==> config.mk <==
export PLATFORM = sky130hd
export DESIGN_NAME = rtcpt_top
export DESIGN_NICKNAME = d
export VERILOG_FILES = /design/src/rtl/rtcpt_pkg.sv /design/src/rtl/rtcpt_top.sv
export SDC_FILE = /design/constraint.sdc
export NUM_CORES = 1
export LEC_CHECK = 0
export BUFFER_PORTS_ARGS = -buffer_cell sky130_fd_sc_hd__buf_4
export CORE_MARGIN = 3
export CORE_UTILIZATION = 58
export CTS_BUF_LIST = sky130_fd_sc_hd__clkbuf_4 sky130_fd_sc_hd__clkbuf_8
export DETAILED_ROUTE_END_ITERATION = 7
export PLACE_DENSITY = 0.77
export SLEW_MARGIN = 20
export SYNTH_ARGS = -nofsm -noshare
export SYNTH_HDL_FRONTEND = slang
export SYNTH_SLANG_ARGS = --single-unit
==> constraint.sdc <==
create_clock -name clock -period 5.35 [get_ports clock]
set_clock_uncertainty 0.1 [all_clocks]
set_input_delay 0.2675 -clock clock [delete_from_list [all_inputs] [get_ports clock]]
set_output_delay 0.2675 -clock clock [all_outputs]
set_load 0.01 [all_outputs]
==> src/rtl/rtcpt_pkg.sv <==
// Purpose: Shared constants for the real-time counter with periodic tick unit.
// Assumes: 32-bit Avalon-MM slave, byte address, register index times four.
// Notes: All offsets live here, with the control, enable and flag field positions and the control, period, compare and source reset values.
package rtcpt_pkg;

  // Register indices; the byte address is four times the index.
  localparam logic [5:0] RTCPT_CTRL_IDX = 6'h00;        // Counter control.
  localparam logic [5:0] RTCPT_STATUS_IDX = 6'h01;      // Synchronisation busy flags.
  localparam logic [5:0] RTCPT_IRQ_EN_IDX = 6'h02;      // Interrupt enables.
  localparam logic [5:0] RTCPT_FLAGS_IDX = 6'h03;       // Interrupt flags, write one to clear.
  localparam logic [5:0] RTCPT_DEBUG_IDX = 6'h05;       // Counter run-while-halted.
  localparam logic [5:0] RTCPT_SRC_IDX = 6'h07;         // Clock source select.
  localparam logic [5:0] RTCPT_COUNT_IDX = 6'h08;       // Counter value.
  localparam logic [5:0] RTCPT_PERIOD_IDX = 6'h0A;      // Period (top) value.
  localparam logic [5:0] RTCPT_COMPARE_IDX = 6'h0C;     // Compare value.
  localparam logic [5:0] RTCPT_TICK_CTRL_IDX = 6'h10;   // Tick unit control.
  localparam logic [5:0] RTCPT_TICK_STATUS_IDX = 6'h11; // Tick unit busy flag.
  localparam logic [5:0] RTCPT_TICK_IRQ_EN_IDX = 6'h12; // Tick unit interrupt enable.
  localparam logic [5:0] RTCPT_TICK_FLAG_IDX = 6'h13;   // Tick unit flag, write one to clear.
  localparam logic [5:0] RTCPT_TICK_DEBUG_IDX = 6'h15;  // Tick unit run-while-halted.

  // Field positions in the control registers.
  localparam int RTCPT_EN_BIT = 0;        // Enable bit in both control registers.
  localparam int RTCPT_PRESC_LSB = 3;     // Prescaler / period field, four bits.
  localparam int RTCPT_SBY_BIT = 7;       // Standby-run bit of the counter control.
  localparam int RTCPT_OVF_BIT = 0;       // Overflow position in enables and flags.
  localparam int RTCPT_MATCH_BIT = 1;     // Compare position in enables and flags.

  // Reset values.
  localparam logic [7:0] RTCPT_CTRL_RST = 8'h00;
  localparam logic [15:0] RTCPT_PERIOD_RST = 16'hFFFF;
  localparam logic [15:0] RTCPT_COMPARE_RST = 16'h0000;
  localparam logic [1:0] RTCPT_SRC_RST = 2'h0;

  // Clock source encodings.
  localparam logic [1:0] RTCPT_SRC_ULP = 2'h0;      // Internal 32K oscillator.
  localparam logic [1:0] RTCPT_SRC_ULP_DIV = 2'h1;  // Internal oscillator divided by 32.
  localparam logic [1:0] RTCPT_SRC_CRYSTAL = 2'h2;  // 32.768 kHz watch crystal.
  localparam logic [1:0] RTCPT_SRC_EXT = 2'h3;      // External clock on the crystal input pin.
  localparam logic [4:0] RTCPT_ULP_DIV_LAST = 5'h1F; // Divide-by-32 terminal count.

  // Tick unit ranges: interrupt periods 4..32768, events 8192 down to 64.
  localparam logic [3:0] RTCPT_TICK_SEL_MIN = 4'h1;  // Selects 4 periods.
  localparam logic [3:0] RTCPT_TICK_SEL_MAX = 4'hE;  // Selects 32768 periods.
  localparam int RTCPT_TICK_EVENTS = 8;              // Event 0 is 8192 periods, event 7 is 64.
  localparam int RTCPT_TICK_EVENT0_LOG2 = 13;        // Log2 of the event 0 interval.

endpackage : rtcpt_pkg

==> src/rtl/rtcpt_top.sv <==
// Purpose: 16-bit real-time counter with prescaler, compare, period and a periodic tick unit.
// Assumes: Reference clock levels arrive synchronous to clock, far slower than it.
// Notes: Counter-domain writes are handed over on the next reference edge.
//
// The Avalon-MM slave port and the register addresses were left to the implementer.
module rtcpt_top
  import rtcpt_pkg::*;
(
  input wire logic clock,                // System clock, 200 MHz.
  input wire logic resetn,               // Asynchronous reset, active low.
  input wire logic [7:0] address,        // Avalon byte address.
  input wire logic read,                 // Avalon read request.
  input wire logic write,                // Avalon write request.
  input wire logic [3:0] byteenable,     // Avalon byte lanes.
  input wire logic [31:0] writedata,     // Avalon write data.
  output logic [31:0] readdata,          // Avalon read data.
  output logic waitrequest,              // Avalon wait request.
  input wire logic ultra_low_power_osc,  // Internal 32K oscillator level.
  input wire logic watch_crystal_osc,    // Watch crystal oscillator level.
  input wire logic crystal_pin_in,       // External clock level on the crystal input pin.
  input wire logic cpu_halted,           // CPU stopped in debug mode.
  input wire logic sleep_standby,        // Device is in standby sleep.
  output logic counter_irq,              // Compare or overflow interrupt request.
  output logic tick_irq,                 // Tick unit interrupt request.
  output logic compare_event,            // One-cycle compare event.
  output logic overflow_event,           // One-cycle overflow event.
  output logic [7:0] tick_event          // One-cycle tick events, 8192 down to 64 periods.
);

  // Complete state of the block.
  typedef struct packed {
    logic ack;               // Second cycle of a bus access.
    logic [31:0] rdata;      // Registered read data.
    logic [7:0] sh_ctrl;     // Control as written by software.
    logic [7:0] act_ctrl;    // Control as used by the counter side.
    logic pend_ctrl;         // Control write awaiting hand-over.
    logic [15:0] sh_count;   // Counter load value.
    logic pend_count;        // Counter load awaiting hand-over.
    logic [15:0] sh_period;  // Period as written.
    logic [15:0] act_period; // Period in use.
    logic pend_period;       // Period awaiting hand-over.
    logic [15:0] sh_compare; // Compare as written.
    logic [15:0] act_compare; // Compare in use.
    logic pend_compare;      // Compare awaiting hand-over.
    logic [7:0] sh_tctrl;    // Tick control as written.
    logic [7:0] act_tctrl;   // Tick control in use.
    logic pend_tctrl;        // Tick control awaiting hand-over.
    logic [1:0] irq_en;      // Compare and overflow interrupt enables.
    logic [1:0] flags;       // Compare and overflow flags.
    logic run_while_halted;  // Counter keeps going under debug halt.
    logic tick_irq_en;       // Tick interrupt enable.
    logic tick_flag;         // Tick interrupt flag.
    logic tick_run_halted;   // Tick unit keeps going under debug halt.
    logic [1:0] source_select; // Reference clock choice.
    logic ulp_prev;          // Previous oscillator level.
    logic xtal_prev;         // Previous crystal level.
    logic ext_prev;          // Previous external clock level.
    logic [4:0] ulp_div;     // Divide-by-32 counter.
    logic [14:0] presc;      // Prescaler counter.
    logic [15:0] count;      // Main counter.
    logic [14:0] tcount;     // Tick unit counter.
    logic ev_compare;        // Compare event pulse.
    logic ev_overflow;       // Overflow event pulse.
    logic [7:0] ev_tick;     // Tick event pulses.
  } rtcpt_state_t;

  rtcpt_state_t st_ff;   // Registered state.
  rtcpt_state_t nxt_st;  // Next state.

  // Merge a 16-bit value with write data according to byte enables.
  function automatic logic [15:0] rtcpt_merge16(input logic [15:0] old, input logic [31:0] wd,
                                                input logic [3:0] be);
    logic [15:0] res;
    res = old;
    if (be[0]) begin
      res[7:0] = wd[7:0];
    end
    if (be[1]) begin
      res[15:8] = wd[15:8];
    end
    return res;
  endfunction

  // Mask of the low bits selected by a power-of-two field, 2**sel - 1.
  function automatic logic [14:0] rtcpt_low_mask(input logic [3:0] sel);
    logic [15:0] one_hot;
    one_hot = 16'h0001 << sel;
    return 15'(one_hot - 16'h0001);
  endfunction

  // Combinational outputs: waitrequest from the request inputs and state, the data and request outputs straight from state.
  always_comb begin
    waitrequest = (read | write) & ~st_ff.ack;
    readdata = st_ff.rdata;
    compare_event = st_ff.ev_compare;
    overflow_event = st_ff.ev_overflow;
    tick_event = st_ff.ev_tick;
    counter_irq = |(st_ff.flags & st_ff.irq_en);
    tick_irq = st_ff.tick_flag & st_ff.tick_irq_en;
  end

  // Next-state logic: bus slave, reference edge, prescaler, counter and tick unit.
  always_comb begin
    logic req;
    logic wr_now;
    logic [5:0] idx;
    logic ulp_rise;
    logic div_tick;
    logic src_tick;
    logic main_go;
    logic tick_go;
    logic step;
    logic [14:0] pmask;
    logic [14:0] tnext;
    logic [3:0] tsel;
    logic [31:0] rd;
    logic [1:0] flag_set; // Counter flags that hardware sets in this cycle.
    logic tick_set;       // Tick flag that hardware sets in this cycle.
    req = 1'b0;
    wr_now = 1'b0;
    idx = 6'h00;
    ulp_rise = 1'b0;
    div_tick = 1'b0;
    src_tick = 1'b0;
    main_go = 1'b0;
    tick_go = 1'b0;
    step = 1'b0;
    pmask = 15'h0000;
    tnext = 15'h0000;
    tsel = 4'h0;
    rd = 32'h00000000;
    flag_set = 2'h0;
    tick_set = 1'b0;
    nxt_st = st_ff;
    nxt_st.ev_compare = 1'b0;
    nxt_st.ev_overflow = 1'b0;
    nxt_st.ev_tick = 8'h00;

    // Bus access: one wait cycle, then the write lands and read data stand.
    req = read | write;
    idx = address[7:2];
    wr_now = write & st_ff.ack;
    nxt_st.ack = req & ~st_ff.ack;

    // Read data are captured in the wait cycle.
    case (idx)
      RTCPT_CTRL_IDX: rd = {24'h000000, st_ff.sh_ctrl};
      RTCPT_STATUS_IDX: begin
        rd = {28'h0000000, st_ff.pend_compare, st_ff.pend_period, st_ff.pend_count,
              st_ff.pend_ctrl};
      end
      RTCPT_IRQ_EN_IDX: rd = {30'h00000000, st_ff.irq_en};
      RTCPT_FLAGS_IDX: rd = {30'h00000000, st_ff.flags};
      RTCPT_DEBUG_IDX: rd = {31'h00000000, st_ff.run_while_halted};
      RTCPT_SRC_IDX: rd = {30'h00000000, st_ff.source_select};
      RTCPT_COUNT_IDX: rd = {16'h0000, st_ff.count};
      RTCPT_PERIOD_IDX: rd = {16'h0000, st_ff.sh_period};
      RTCPT_COMPARE_IDX: rd = {16'h0000, st_ff.sh_compare};
      RTCPT_TICK_CTRL_IDX: rd = {24'h000000, st_ff.sh_tctrl};
      RTCPT_TICK_STATUS_IDX: rd = {31'h00000000, st_ff.pend_tctrl};
      RTCPT_TICK_IRQ_EN_IDX: rd = {31'h00000000, st_ff.tick_irq_en};
      RTCPT_TICK_FLAG_IDX: rd = {31'h00000000, st_ff.tick_flag};
      RTCPT_TICK_DEBUG_IDX: rd = {31'h00000000, st_ff.tick_run_halted};
      default: rd = 32'h00000000; // Unmapped addresses read as zero.
    endcase
    if (read & ~st_ff.ack) begin
      nxt_st.rdata = rd;
    end

    // Reference clock edges; the source select drives both functions alike.
    ulp_rise = ultra_low_power_osc & ~st_ff.ulp_prev;
    nxt_st.ulp_prev = ultra_low_power_osc;
    nxt_st.xtal_prev = watch_crystal_osc;
    nxt_st.ext_prev = crystal_pin_in;
    if (ulp_rise) begin
      nxt_st.ulp_div = st_ff.ulp_div + 5'h01;
    end
    div_tick = ulp_rise & (st_ff.ulp_div == RTCPT_ULP_DIV_LAST);
    case (st_ff.source_select)
      RTCPT_SRC_ULP: src_tick = ulp_rise;
      RTCPT_SRC_ULP_DIV: src_tick = div_tick;
      RTCPT_SRC_CRYSTAL: src_tick = watch_crystal_osc & ~st_ff.xtal_prev;
      RTCPT_SRC_EXT: src_tick = crystal_pin_in & ~st_ff.ext_prev;
      default: src_tick = 1'b0;
    endcase

    // Run gating by debug halt for both, by standby sleep for the counter only.
    main_go = st_ff.act_ctrl[RTCPT_EN_BIT]
            & (~cpu_halted | st_ff.run_while_halted)
            & (~sleep_standby | st_ff.act_ctrl[RTCPT_SBY_BIT]);
    tick_go = st_ff.act_tctrl[RTCPT_EN_BIT]
            & (~cpu_halted | st_ff.tick_run_halted);

    // Prescaler: one advance strobe per 2**field reference ticks.
    pmask = rtcpt_low_mask(st_ff.act_ctrl[RTCPT_PRESC_LSB +: 4]);
    if (src_tick & main_go) begin
      nxt_st.presc = st_ff.presc + 15'h0001;
      step = ((st_ff.presc & pmask) == pmask);
    end else if (~st_ff.act_ctrl[RTCPT_EN_BIT]) begin
      nxt_st.presc = 15'h0000; // A stopped counter restarts its prescaler cleanly.
    end

    // Main counter: compare and period are checked at each advance.
    if (step) begin
      if (st_ff.count == st_ff.act_compare) begin
        nxt_st.flags[RTCPT_MATCH_BIT] = 1'b1;
        nxt_st.ev_compare = 1'b1;
        flag_set[RTCPT_MATCH_BIT] = 1'b1;     // Protects the set from a same-cycle clear.
      end
      if (st_ff.count == st_ff.act_period) begin
        nxt_st.count = 16'h0000;
        nxt_st.flags[RTCPT_OVF_BIT] = 1'b1;
        nxt_st.ev_overflow = 1'b1;
        flag_set[RTCPT_OVF_BIT] = 1'b1;       // Protects the set from a same-cycle clear.
      end else begin
        nxt_st.count = st_ff.count + 16'h0001;
      end
    end

    // Tick unit: a free-running count of reference periods.
    tsel = st_ff.act_tctrl[RTCPT_PRESC_LSB +: 4];
    if (src_tick & tick_go) begin
      tnext = st_ff.tcount + 15'h0001;
      nxt_st.tcount = tnext;
      if ((tsel >= RTCPT_TICK_SEL_MIN) && (tsel <= RTCPT_TICK_SEL_MAX) &&
          ((tnext & rtcpt_low_mask(4'(tsel + 4'h1))) == 15'h0000)) begin
        nxt_st.tick_flag = 1'b1;
        tick_set = 1'b1;         // Protects the set from a same-cycle clear.
      end
      for (int k = 0; k < RTCPT_TICK_EVENTS; k++) begin
        nxt_st.ev_tick[k] = ((tnext & rtcpt_low_mask(4'(RTCPT_TICK_EVENT0_LOG2 - k))) == 15'h0000);
      end
    end else if (~st_ff.act_tctrl[RTCPT_EN_BIT]) begin
      nxt_st.tcount = 15'h0000;
    end

    // Hand-over of pending writes at the next reference edge.
    if (src_tick) begin
      if (st_ff.pend_ctrl) begin
        nxt_st.act_ctrl = st_ff.sh_ctrl;
        nxt_st.pend_ctrl = 1'b0;
      end
      if (st_ff.pend_count) begin
        nxt_st.count = st_ff.sh_count;
        nxt_st.pend_count = 1'b0;
      end
      if (st_ff.pend_period) begin
        nxt_st.act_period = st_ff.sh_period;
        nxt_st.pend_period = 1'b0;
      end
      if (st_ff.pend_compare) begin
        nxt_st.act_compare = st_ff.sh_compare;
        nxt_st.pend_compare = 1'b0;
      end
      if (st_ff.pend_tctrl) begin
        nxt_st.act_tctrl = st_ff.sh_tctrl;
        nxt_st.pend_tctrl = 1'b0;
      end
    end

    // Register writes; flags clear by one, a same-cycle set wins.
    if (wr_now & byteenable[0]) begin
      case (idx)
        RTCPT_CTRL_IDX: begin
          nxt_st.sh_ctrl = writedata[7:0];
          nxt_st.pend_ctrl = 1'b1;
        end
        RTCPT_IRQ_EN_IDX: nxt_st.irq_en = writedata[1:0];
        RTCPT_FLAGS_IDX: nxt_st.flags = nxt_st.flags & ~(writedata[1:0] & ~flag_set);
        RTCPT_DEBUG_IDX: nxt_st.run_while_halted = writedata[0];
        RTCPT_SRC_IDX: nxt_st.source_select = writedata[1:0];
        RTCPT_TICK_CTRL_IDX: begin
          nxt_st.sh_tctrl = writedata[7:0];
          nxt_st.pend_tctrl = 1'b1;
        end
        RTCPT_TICK_IRQ_EN_IDX: nxt_st.tick_irq_en = writedata[0];
        RTCPT_TICK_FLAG_IDX: begin
          if (writedata[0] && !tick_set) begin
            nxt_st.tick_flag = 1'b0;
          end
        end
        RTCPT_TICK_DEBUG_IDX: nxt_st.tick_run_halted = writedata[0];
        default: begin
        end
      endcase
    end
    if (wr_now & (|byteenable[1:0])) begin
      case (idx)
        RTCPT_COUNT_IDX: begin
          nxt_st.sh_count = rtcpt_merge16(st_ff.count, writedata, byteenable);
          nxt_st.pend_count = 1'b1;
        end
        RTCPT_PERIOD_IDX: begin
          nxt_st.sh_period = rtcpt_merge16(st_ff.sh_period, writedata, byteenable);
          nxt_st.pend_period = 1'b1;
        end
        RTCPT_COMPARE_IDX: begin
          nxt_st.sh_compare = rtcpt_merge16(st_ff.sh_compare, writedata, byteenable);
          nxt_st.pend_compare = 1'b1;
        end
        default: begin
        end
      endcase
    end
  end

  // State register with asynchronous reset to constants.
  always_ff @(posedge clock or negedge resetn) begin
    if (!resetn) begin
      st_ff <= '0;
      st_ff.sh_ctrl <= RTCPT_CTRL_RST;
      st_ff.act_ctrl <= RTCPT_CTRL_RST;
      st_ff.sh_tctrl <= RTCPT_CTRL_RST;
      st_ff.act_tctrl <= RTCPT_CTRL_RST;
      st_ff.sh_period <= RTCPT_PERIOD_RST;
      st_ff.act_period <= RTCPT_PERIOD_RST;
      st_ff.sh_compare <= RTCPT_COMPARE_RST;
      st_ff.act_compare <= RTCPT_COMPARE_RST;
      st_ff.source_select <= RTCPT_SRC_RST;
    end else begin
      st_ff <= nxt_st;
    end
  end

endmodule // rtcpt_top

# After elaboration in Yosys (flattened, before gate mapping)
# Index checks and enable logic that the tools add are counted.
# word_totals
out_inout_bits	45
register_bits	224
word_cells	186
inputBits	53
# classes
n_addsub	7
order_cmp	2
bitwise_logic	32
n_shift	2
muxes	53
n_reduce_logical	33
eq_ne	22
# op_table
op	n
$pmux W16 S14	1
$logic_not A15 Y1	9
$mux W16	6
$mux W15	4
$mux W8	7
$mux W17	2
$eq A16 B16 Y1	2
$add A15 B1 Y15 const B	2
$and A15 B15 Y15	2
$eq A6 B5 Y1 const B	5
$shl A1 B4 Y15 const A	2
$sub A15 B1 Y15 const B	2
$mux W1	26
$reduce_and A2 Y1	12
$eq A6 B4 Y1 const B	3
$add A16 B1 Y16 const B	1
$and A1 B1 Y1	15
$eq A15 B15 Y1	1
$eq A6 B2 Y1 const B	2
$eq A6 B3 Y1 const B	2
$reduce_and A3 Y1	4
$mux W11	1
$mux W2	5
$and A2 B2 Y2	3
18 further kinds	32

# Logic depth before layout (Yosys ltp)
# Gate-level depths: netlist (run 1).
# logic_depth
word_depth	13
mapped_depth	13

# Worst setup path before layout (run 1)
# OpenSTA, ideal clock, no wires.
# synth_path
path_kind	reg-to-reg
startpoint	register st_ff[181] (netlist name)
endpoint	register st_ff[35] (netlist name)
n_path_buf	4
stages_incl_launch_ff	14
slack_ns	2.360
synth_period_minus_slack_ns	2.990
arrival_time_ns	2.808
path_cell_list	dfrtp_1 -> buf_2 -> nor3_1 -> nand2b_1 -> ha_1 -> buf_2 -> or3_1 -> a211oi_1 -> and4bb_2 -> o2111ai_2 -> buf_6 -> clkbuf_1 -> o21ai_0 -> a31oi_1
# synth_lines
element	line	source
from (decl)	rtcpt_top.sv:67	rtcpt_state_t st_ff;
from (signal assigned)	rtcpt_top.sv:321	st_ff <= nxt_st;

==> summary.md, run 1 <==
| Metric | Value |
|---|---|
| Largest net degree at the start of global routing | `~200` |
| Initial antenna violation count | `0` |
| NumNets Final | `between 1000 and 1500` |
| Primary FF master, synth | `dfrtp_1` |
| Core area | `0.0183 mm2` |
| Worst skew pair latency | `about 530 ps` |
| First-pass DRT Iterations | `7` |
| Remaining Overflow, GRT | `0` |
| Fin. max-slew vios | `0` |
| Cell Area, Synth | `0.0110 mm2` |
| Residual DRC | `0` |
| Reg-to-Reg End | `st_ff[40]` |
| Clock Sinks | `about 200` |
| Post-Syn Area per Cell | `roughly 10 um2` |
| Cells after Synth | `1056` |
| N_diodes | `0` |
| CTS tree | `built` |
| Number of global-route vias before repair | `about 8000` |
| Num CTS Buffers | `36` |
| Final hold violations | `0` |
| Post-CTS sizing | `0` |
| Final Non-Filler Cells | `between 1000 and 1500` |
| PwrDens | `~290 mW/mm2` |
| DPL Wire Length | `roughly 17000 um` |
| Period utilisation layout | `60.3%` |
| All-layer global routing usage | `25.3%` |
| Fillers | `around 1400` |
| Clock Tree Root | `clkbuf_8` |
| Die width | `roughly 140 um` |
| Clk slew on worst S/H paths | `about 60 ps` |
| Seq/Total Area, Yosys | `a little under half` |
| Area growth from synthesis to layout | `11.6%` |
| WP data arrival | `3560 ps` |
| Crit path time final | `around 3200 ps` |
| Layout cells sized above 1 | `roughly 26%` |
| Critical Path RT | `approximately 5700 ps` |
| VDD IR max | `roughly 0.00025 V` |
| Status | `complete, no violations` |
| CTS Buffer Depth | `3` |
| FF-to-FF Start | `st_ff[181]` |
| Kind of critical path | `reg2reg` |
| Min-Delay Path Class | `in2reg` |
| H-tree levels | `2` |
| Setup_tns | `0 ps` |
| Die area | `approximately 0.021 mm2` |
| Worst-margin pin slew | `1010 ps` |
| YS warnings | `0` |
| Crit end category | `flop` |
| CP endpoint | `st_ff[40]` |
| Post-synth EDFFs | `0` |
| Synth unique cells | `73` |
| Setup violators final | `0` |
| Port bufs | `just over 60` |
| Starting Density | `approximately three fifths` |
| Dpl cells | `~1300` |
| CP startpoint | `st_ff[181]` |
| Max Freq | `slightly above 300 MHz` |
| Die Height | `144 um` |
| Number of post-CTS setup repair buffers | `0` |
| Global placement routability congestion | `between 0.8 and 0.9` |
| Boundary Pins | `98` |
| Most frequent cells in the layout | `dfrtp_1, mux2_2, nand2_1, nor2_1, buf_4` |
| Slew HR | `about a third` |
| Reg-to-reg setup timing slack | `~2100 ps` |
| RSZ-0062 raised after global routing | `no` |
| First-pass GRT wire length | `~42000 um` |
| Post-DR wirelength/cell | `between 15 and 20 um` |
| Post-Route WL | `roughly 26000 um` |
| Worst Path Max Fanout | `35` |
| Max_cap viols | `0` |
| Row count | `49` |
| Startpoint types | `flop` |
| Commonest non-fill, non-tap cell in the layout | `dfrtp_1` |
| Async set-reset flop share out of synthesis | `100%` |
| Post-synthesis register bit count | `between 200 and 250` |
| Post-DRT Antenna Nets | `0` |
| Reg2Reg Depth | `9` |
| Via density | `~6.1` |
| Initial drt markers | `about 700` |
| Leakage power | `between 5 and 6 nW` |
| DR vias | `between 8000 and 9000` |
==> worst min-delay path by stage <==
stage,startpoint,to,slack [ps],cells past startpoint
2_1_floorplan,resetn,compare_event,-130,0
3_3_place_gp,crystal_pin_in,st_ff[61],280,1
3_5_place_dp,crystal_pin_in,st_ff[61],290,1
4_1_cts,address[2],st_ff[71],40,4
5_1_grt,byteenable[1],st_ff[166],80,3
6_report,address[2],st_ff[71],70,4
==> through the flow <==
step,area (um2),power (mW),utilization [%],hold slack [ps],setup WS (ps)
6_report,12300,3.59,67.1,67.9,2120
5_1_grt,12300,3.74,67.1,83.3,1840
4_1_cts,12200,3.61,67.0,40.7,2150
3_5_place_dp,11200,2.09,61.6,288,2160
3_3_place_gp,11200,2.07,61.6,285,2200
2_1_floorplan,11100,1.95,-,-128,2360
==> report_power, final <==
part           switching, mW  internal [mW]
sequential             0.117           1.63
combinational          0.180          0.160
clock                  0.624          0.876
==> registers in the layout (all words and copies together) (netlist names) <==
name and flops:
st_ff 177, compare_event 1, readdata 16, overflow_event 1
tick_event 8
==> synthesized netlist by cell type (3+ instances only) <==
cell | count | area share [%]
buf_6 | 4 | 0.41
a211oi_1 | 3 | 0.20
nand2b_1 | 4 | 0.23
a221o_1 | 4 | 0.36
o22ai_1 | 4 | 0.23
xnor2_1 | 40 | 3.2
a21boi_0 | 4 | 0.27
nor2b_1 | 15 | 0.85
a31oi_1 | 28 | 1.6
ha_1 | 8 | 0.91
nor4_1 | 12 | 0.68
mux2i_1 | 38 | 3.5
nand4b_1 | 3 | 0.24
dfrtp_1 | 171 | 39
inv_1 | 13 | 0.44
o31ai_1 | 4 | 0.27
a21oi_1 | 25 | 1.1
dfstp_2 | 32 | 7.6
and2_1 | 16 | 0.91
xor2_1 | 25 | 2.0
or4_1 | 7 | 0.48
nor3b_1 | 4 | 0.27
a22oi_1 | 4 | 0.27
or4b_1 | 6 | 0.55
o21ai_1 | 4 | 0.18
buf_1 | 5 | 0.17
nand2_1 | 78 | 2.7
a21o_1 | 3 | 0.20
o21ai_0 | 45 | 2.0
mux2_2 | 102 | 10
nand4_1 | 18 | 1.0
nor3_1 | 15 | 0.68
clkbuf_1 | 58 | 2.0
and4_1 | 6 | 0.48
or3_1 | 6 | 0.34
buf_2 | 11 | 0.50
nand3_1 | 30 | 1.4
mux4_2 | 3 | 0.61
and3_1 | 20 | 1.1
nor2_1 | 78 | 2.7
nand3b_1 | 4 | 0.27
a22o_1 | 19 | 1.5
buf_4 | 40 | 2.7
==> worst max-delay path: stages, from the launching register on <==
cell       delay (ps)
dfrtp_1           540
nor3_1            350
nand2b_1          100
ha_1              320
xor2_1            230
a2111oi_4         380
o2111ai_2         160
buf_4             260
or4_1             490
a31oi_1           190
==> layout make-up <==
type,instances,area (um2),share of cell area [%]
clock buffer,61,746,6.08
clock inverter,3,21.3,0.173
inverter,13,48.8,0.398
multi-input combinational,737,5270,42.9
sequential,203,5120,41.7
tap,229,287,2.34
timing repair buffer,91,777,6.33
==> timing repair <==
action | CTS | global route
setup endpoints to repair | 0 | 0
hold buffers | 22 | 0
hold endpoints to repair | 239 | 0
==> cells by family after synthesis <==
kind of cell	after synthesis	synth area share, %
muxes	143	14.5
other	1	0.0341
DFF	203	46.6
xor gates and xnor gates	65	5.18
adders and majority gates	8	0.910
and+or+nand+nor	331	15.7
AOI/OAI and AO/OA	174	10.9
buffers and inverters	131	6.24
==> per-layer routing <==
layer	global-route usage (%)	vias up	share of wire, %
met5	0	-	0
met2	41.0	276	48
met4	9.17	0	2.9
met1	35.1	4038	44
met3	3.69	46	5.3
li1	-	3781	-
Note: power is estimated with default switching activity, not from simulation.
==> run 2: changes to the inputs <==
- clock period: 5.35 -> 3.1 ns (I/O delays scaled with it)
==> run 2 against run 1 <==
Design area rose by 2.4%. Wire length rose by 2.3%. Die area unchanged. Cell count rose by 1.8%. Non-clock buffer count is 28 higher. Combinational power increased by 80%. Sequential cell count is the same. Largest cell class unchanged. Largest power group unchanged.
==> summary.md, run 2 (synthesis gave the netlist of run 1 again) <==
| Metric | Value |
|---|---|
| Max stage delay on crit path | `between 400 and 500 ps` |
| Cell family with most CP delay | `simple AND/OR/NAND/NOR gates` |
| H-tree levels | `2` |
| Post-Route WL | `between 20000 and 30000 um` |
| Clock Tree Root | `clkbuf_8` |
| CTS Buffer Depth | `3` |
| Via density | `about 6` |
| Final Non-Filler Cells | `between 1000 and 1500` |
| Slew HR | `33.6%` |
| Post-DRT Antenna Nets | `0` |
| Min-Delay Path Class | `in2reg` |
| Crit path time final | `2910 ps` |
| First-pass GRT wire length | `between 40000 and 50000 um` |
| Max FFs per register | `between 150 and 200` |
| Num CTS Buffers | `34` |
| Worst-margin pin slew | `988 ps` |
| Critical Path RT | `~3400 ps` |
| Setup_tns | `0 ps` |
| Reg2Reg Depth | `9` |
| First-pass DRT Iterations | `5` |
| Hold path endpoint | `st_ff[67]` |
| Sw frac | `25.1%` |
| Worst hold start | `address[5]` |
| DPL Wire Length | `17800 um` |
| Area growth from synthesis to layout | `14.2%` |
| CTS tree | `built` |
| Leakage power | `about 5.8 nW` |
| Final hold violations | `0` |
| Commonest non-fill, non-tap cell in the layout | `dfrtp_1` |
| Number of global-route vias before repair | `8181` |
| Layout cells sized above 1 | `a little over a quarter` |
| Global placement routability congestion | `about 0.87` |
| Kind of critical path | `reg2reg` |
| CP startpoint | `st_ff[181]` |
| Cell Chain, Critical Path | `nor3_2 -> nand2b_1 -> ha_1 -> xor2_1 -> a2111oi_4 -> o2111ai_2 -> buf_12 -> or4b_1 -> a31oi_1` |
| Sw power | `between 1.5 and 2 mW` |
| Boundary Pins | `98` |
| Row count | `between 40 and 50` |
| Starting Density | `about three fifths` |
| Startpoint types | `flop` |
| FF-to-FF Start | `st_ff[181]` |
| All-layer global routing usage | `26.1%` |
| Min Hold Slack | `30.2 ps` |
| Fin. max-slew vios | `0` |
| Residual DRC | `0` |
| Clock Sinks | `approximately 200` |
| Worst Path Max Fanout | `35` |
| Initial antenna violation count | `0` |
| Reg-to-reg setup timing slack | `190 ps` |
| Crit path depth | `9` |
| Crit end category | `flop` |
| Max Freq | `~340 MHz` |
| Internal power | `just under 5 mW` |
| Worst path bufs/invs | `1` |
| Biggest register | `st_ff` |
| Initial drt markers | `between 500 and 600` |
| Clk slew on worst S/H paths | `approximately 60 ps` |
| Placed instance area | `0.0114 mm2` |
| Die width | `around 140 um` |
| Clock power frac | `between 40% and 50%` |
| Die area | `0.0206 mm2` |
| Worst skew pair latency | `around 530 ps` |
| Port bufs | `between 60 and 70` |
| WP data arrival | `3250 ps` |
| Status | `complete, no violations` |
| Max_cap viols | `0` |
| Post-DR wirelength/cell | `approximately 19 um` |
| VDD IR max | `~0.00043 V` |
| Core area | `approximately 0.018 mm2` |
| Reg-to-Reg End | `st_ff[31]` |
| Remaining Overflow, GRT | `0` |
| Seq pwr share | `46.4%` |
| NumNets Final | `between 1000 and 1500` |
| N_diodes | `0` |
| Hold path depth | `5` |
| Post-layout instance area | `around 0.013 mm2` |
| PwrDens | `approximately 520 mW/mm2` |
| Gate power share | `under 10%` |
| Period utilisation layout | `between 90% and 100%` |
| DR vias | `between 8000 and 9000` |
| Most frequent cells in the layout | `dfrtp_1, mux2_2, buf_4` |
| Die Height | `~140 um` |
| Setup violators final | `0` |
| CP max-delay cell | `or4b_1` |
| Largest net degree at the start of global routing | `86` |
| Dpl cells | `1272` |
[run 2: cell types whose count changed in the layout (fill, tap and decap cells not counted), sizes merged]
cell         delta
clkinv          +1
clkbuf          -9
clkinvlp        +1
inv             -1
bufinv          +4
buf            +21
dlygate4sd3     +7
[run 2: worst max path at each step]
stage                      to  slack [ps]
finish              st_ff[31]         190
CTS                 st_ff[31]          90
global route        st_ff[37]          -8
detailed placement  st_ff[31]         140
global placement    st_ff[35]         220
floorplan           st_ff[35]         110
[run 2: power groups by stage]
stage / Clock [mW] / Sequential, mW / Combinational, mW
after global placement: 0 / 3.04 / 0.559
after global routing: 3.03 / 3.03 / 0.686
final: 2.86 / 3.01 / 0.612
after detailed placement: 0 / 3.04 / 0.581
after CTS: 2.91 / 3.00 / 0.614
after floorplan: 0 / 2.92 / 0.450
[run 2: per-layer routing]
metal	wire, um	GRT usage (%)	vias to the layer above
li1	-	-	3836
met1	11300	35.1	4022
met5	0	0	-
met2	12600	42.4	259
met4	1010	11.1	0
met3	1330	4.29	61
[run 2: repair_timing]
action                                 in CTS  in global routing
buffers inserted                            0                  0
setup endpoints to repair                   0                 15
resized for setup                           0                  1
endpoints found under the hold margin     154                  0
hold buffers                               29                  0
[run 2: layout make-up]
class / count / area (um2)
Inverter: 13 / 48.8
Clock inverter: 8 / 145
Clock buffer: 52 / 691
Tap cell: 229 / 287
Sequential cell: 203 / 5120
Timing Repair Buffer: 119 / 997
Fill cell: 1352 / 5710
Multi-Input combinational cell: 737 / 5270
[run 2: tightest hold or removal path: stages]
cell and delay [ps]:
buf_4 140, nor2_1 50, nand2_1 110, o31ai_1 90
o31ai_1 70
[run 2: per-stage QoR]
step                util (%)  total power, mW  setup WS (ps)
finish                  68.7             6.48            189
global placement        62.5             3.60            217
detailed placement      62.5             3.63            139
floorplan                  -             3.37            110
global route            68.7             6.74          -8.19
CTS                     68.7             6.52           85.9
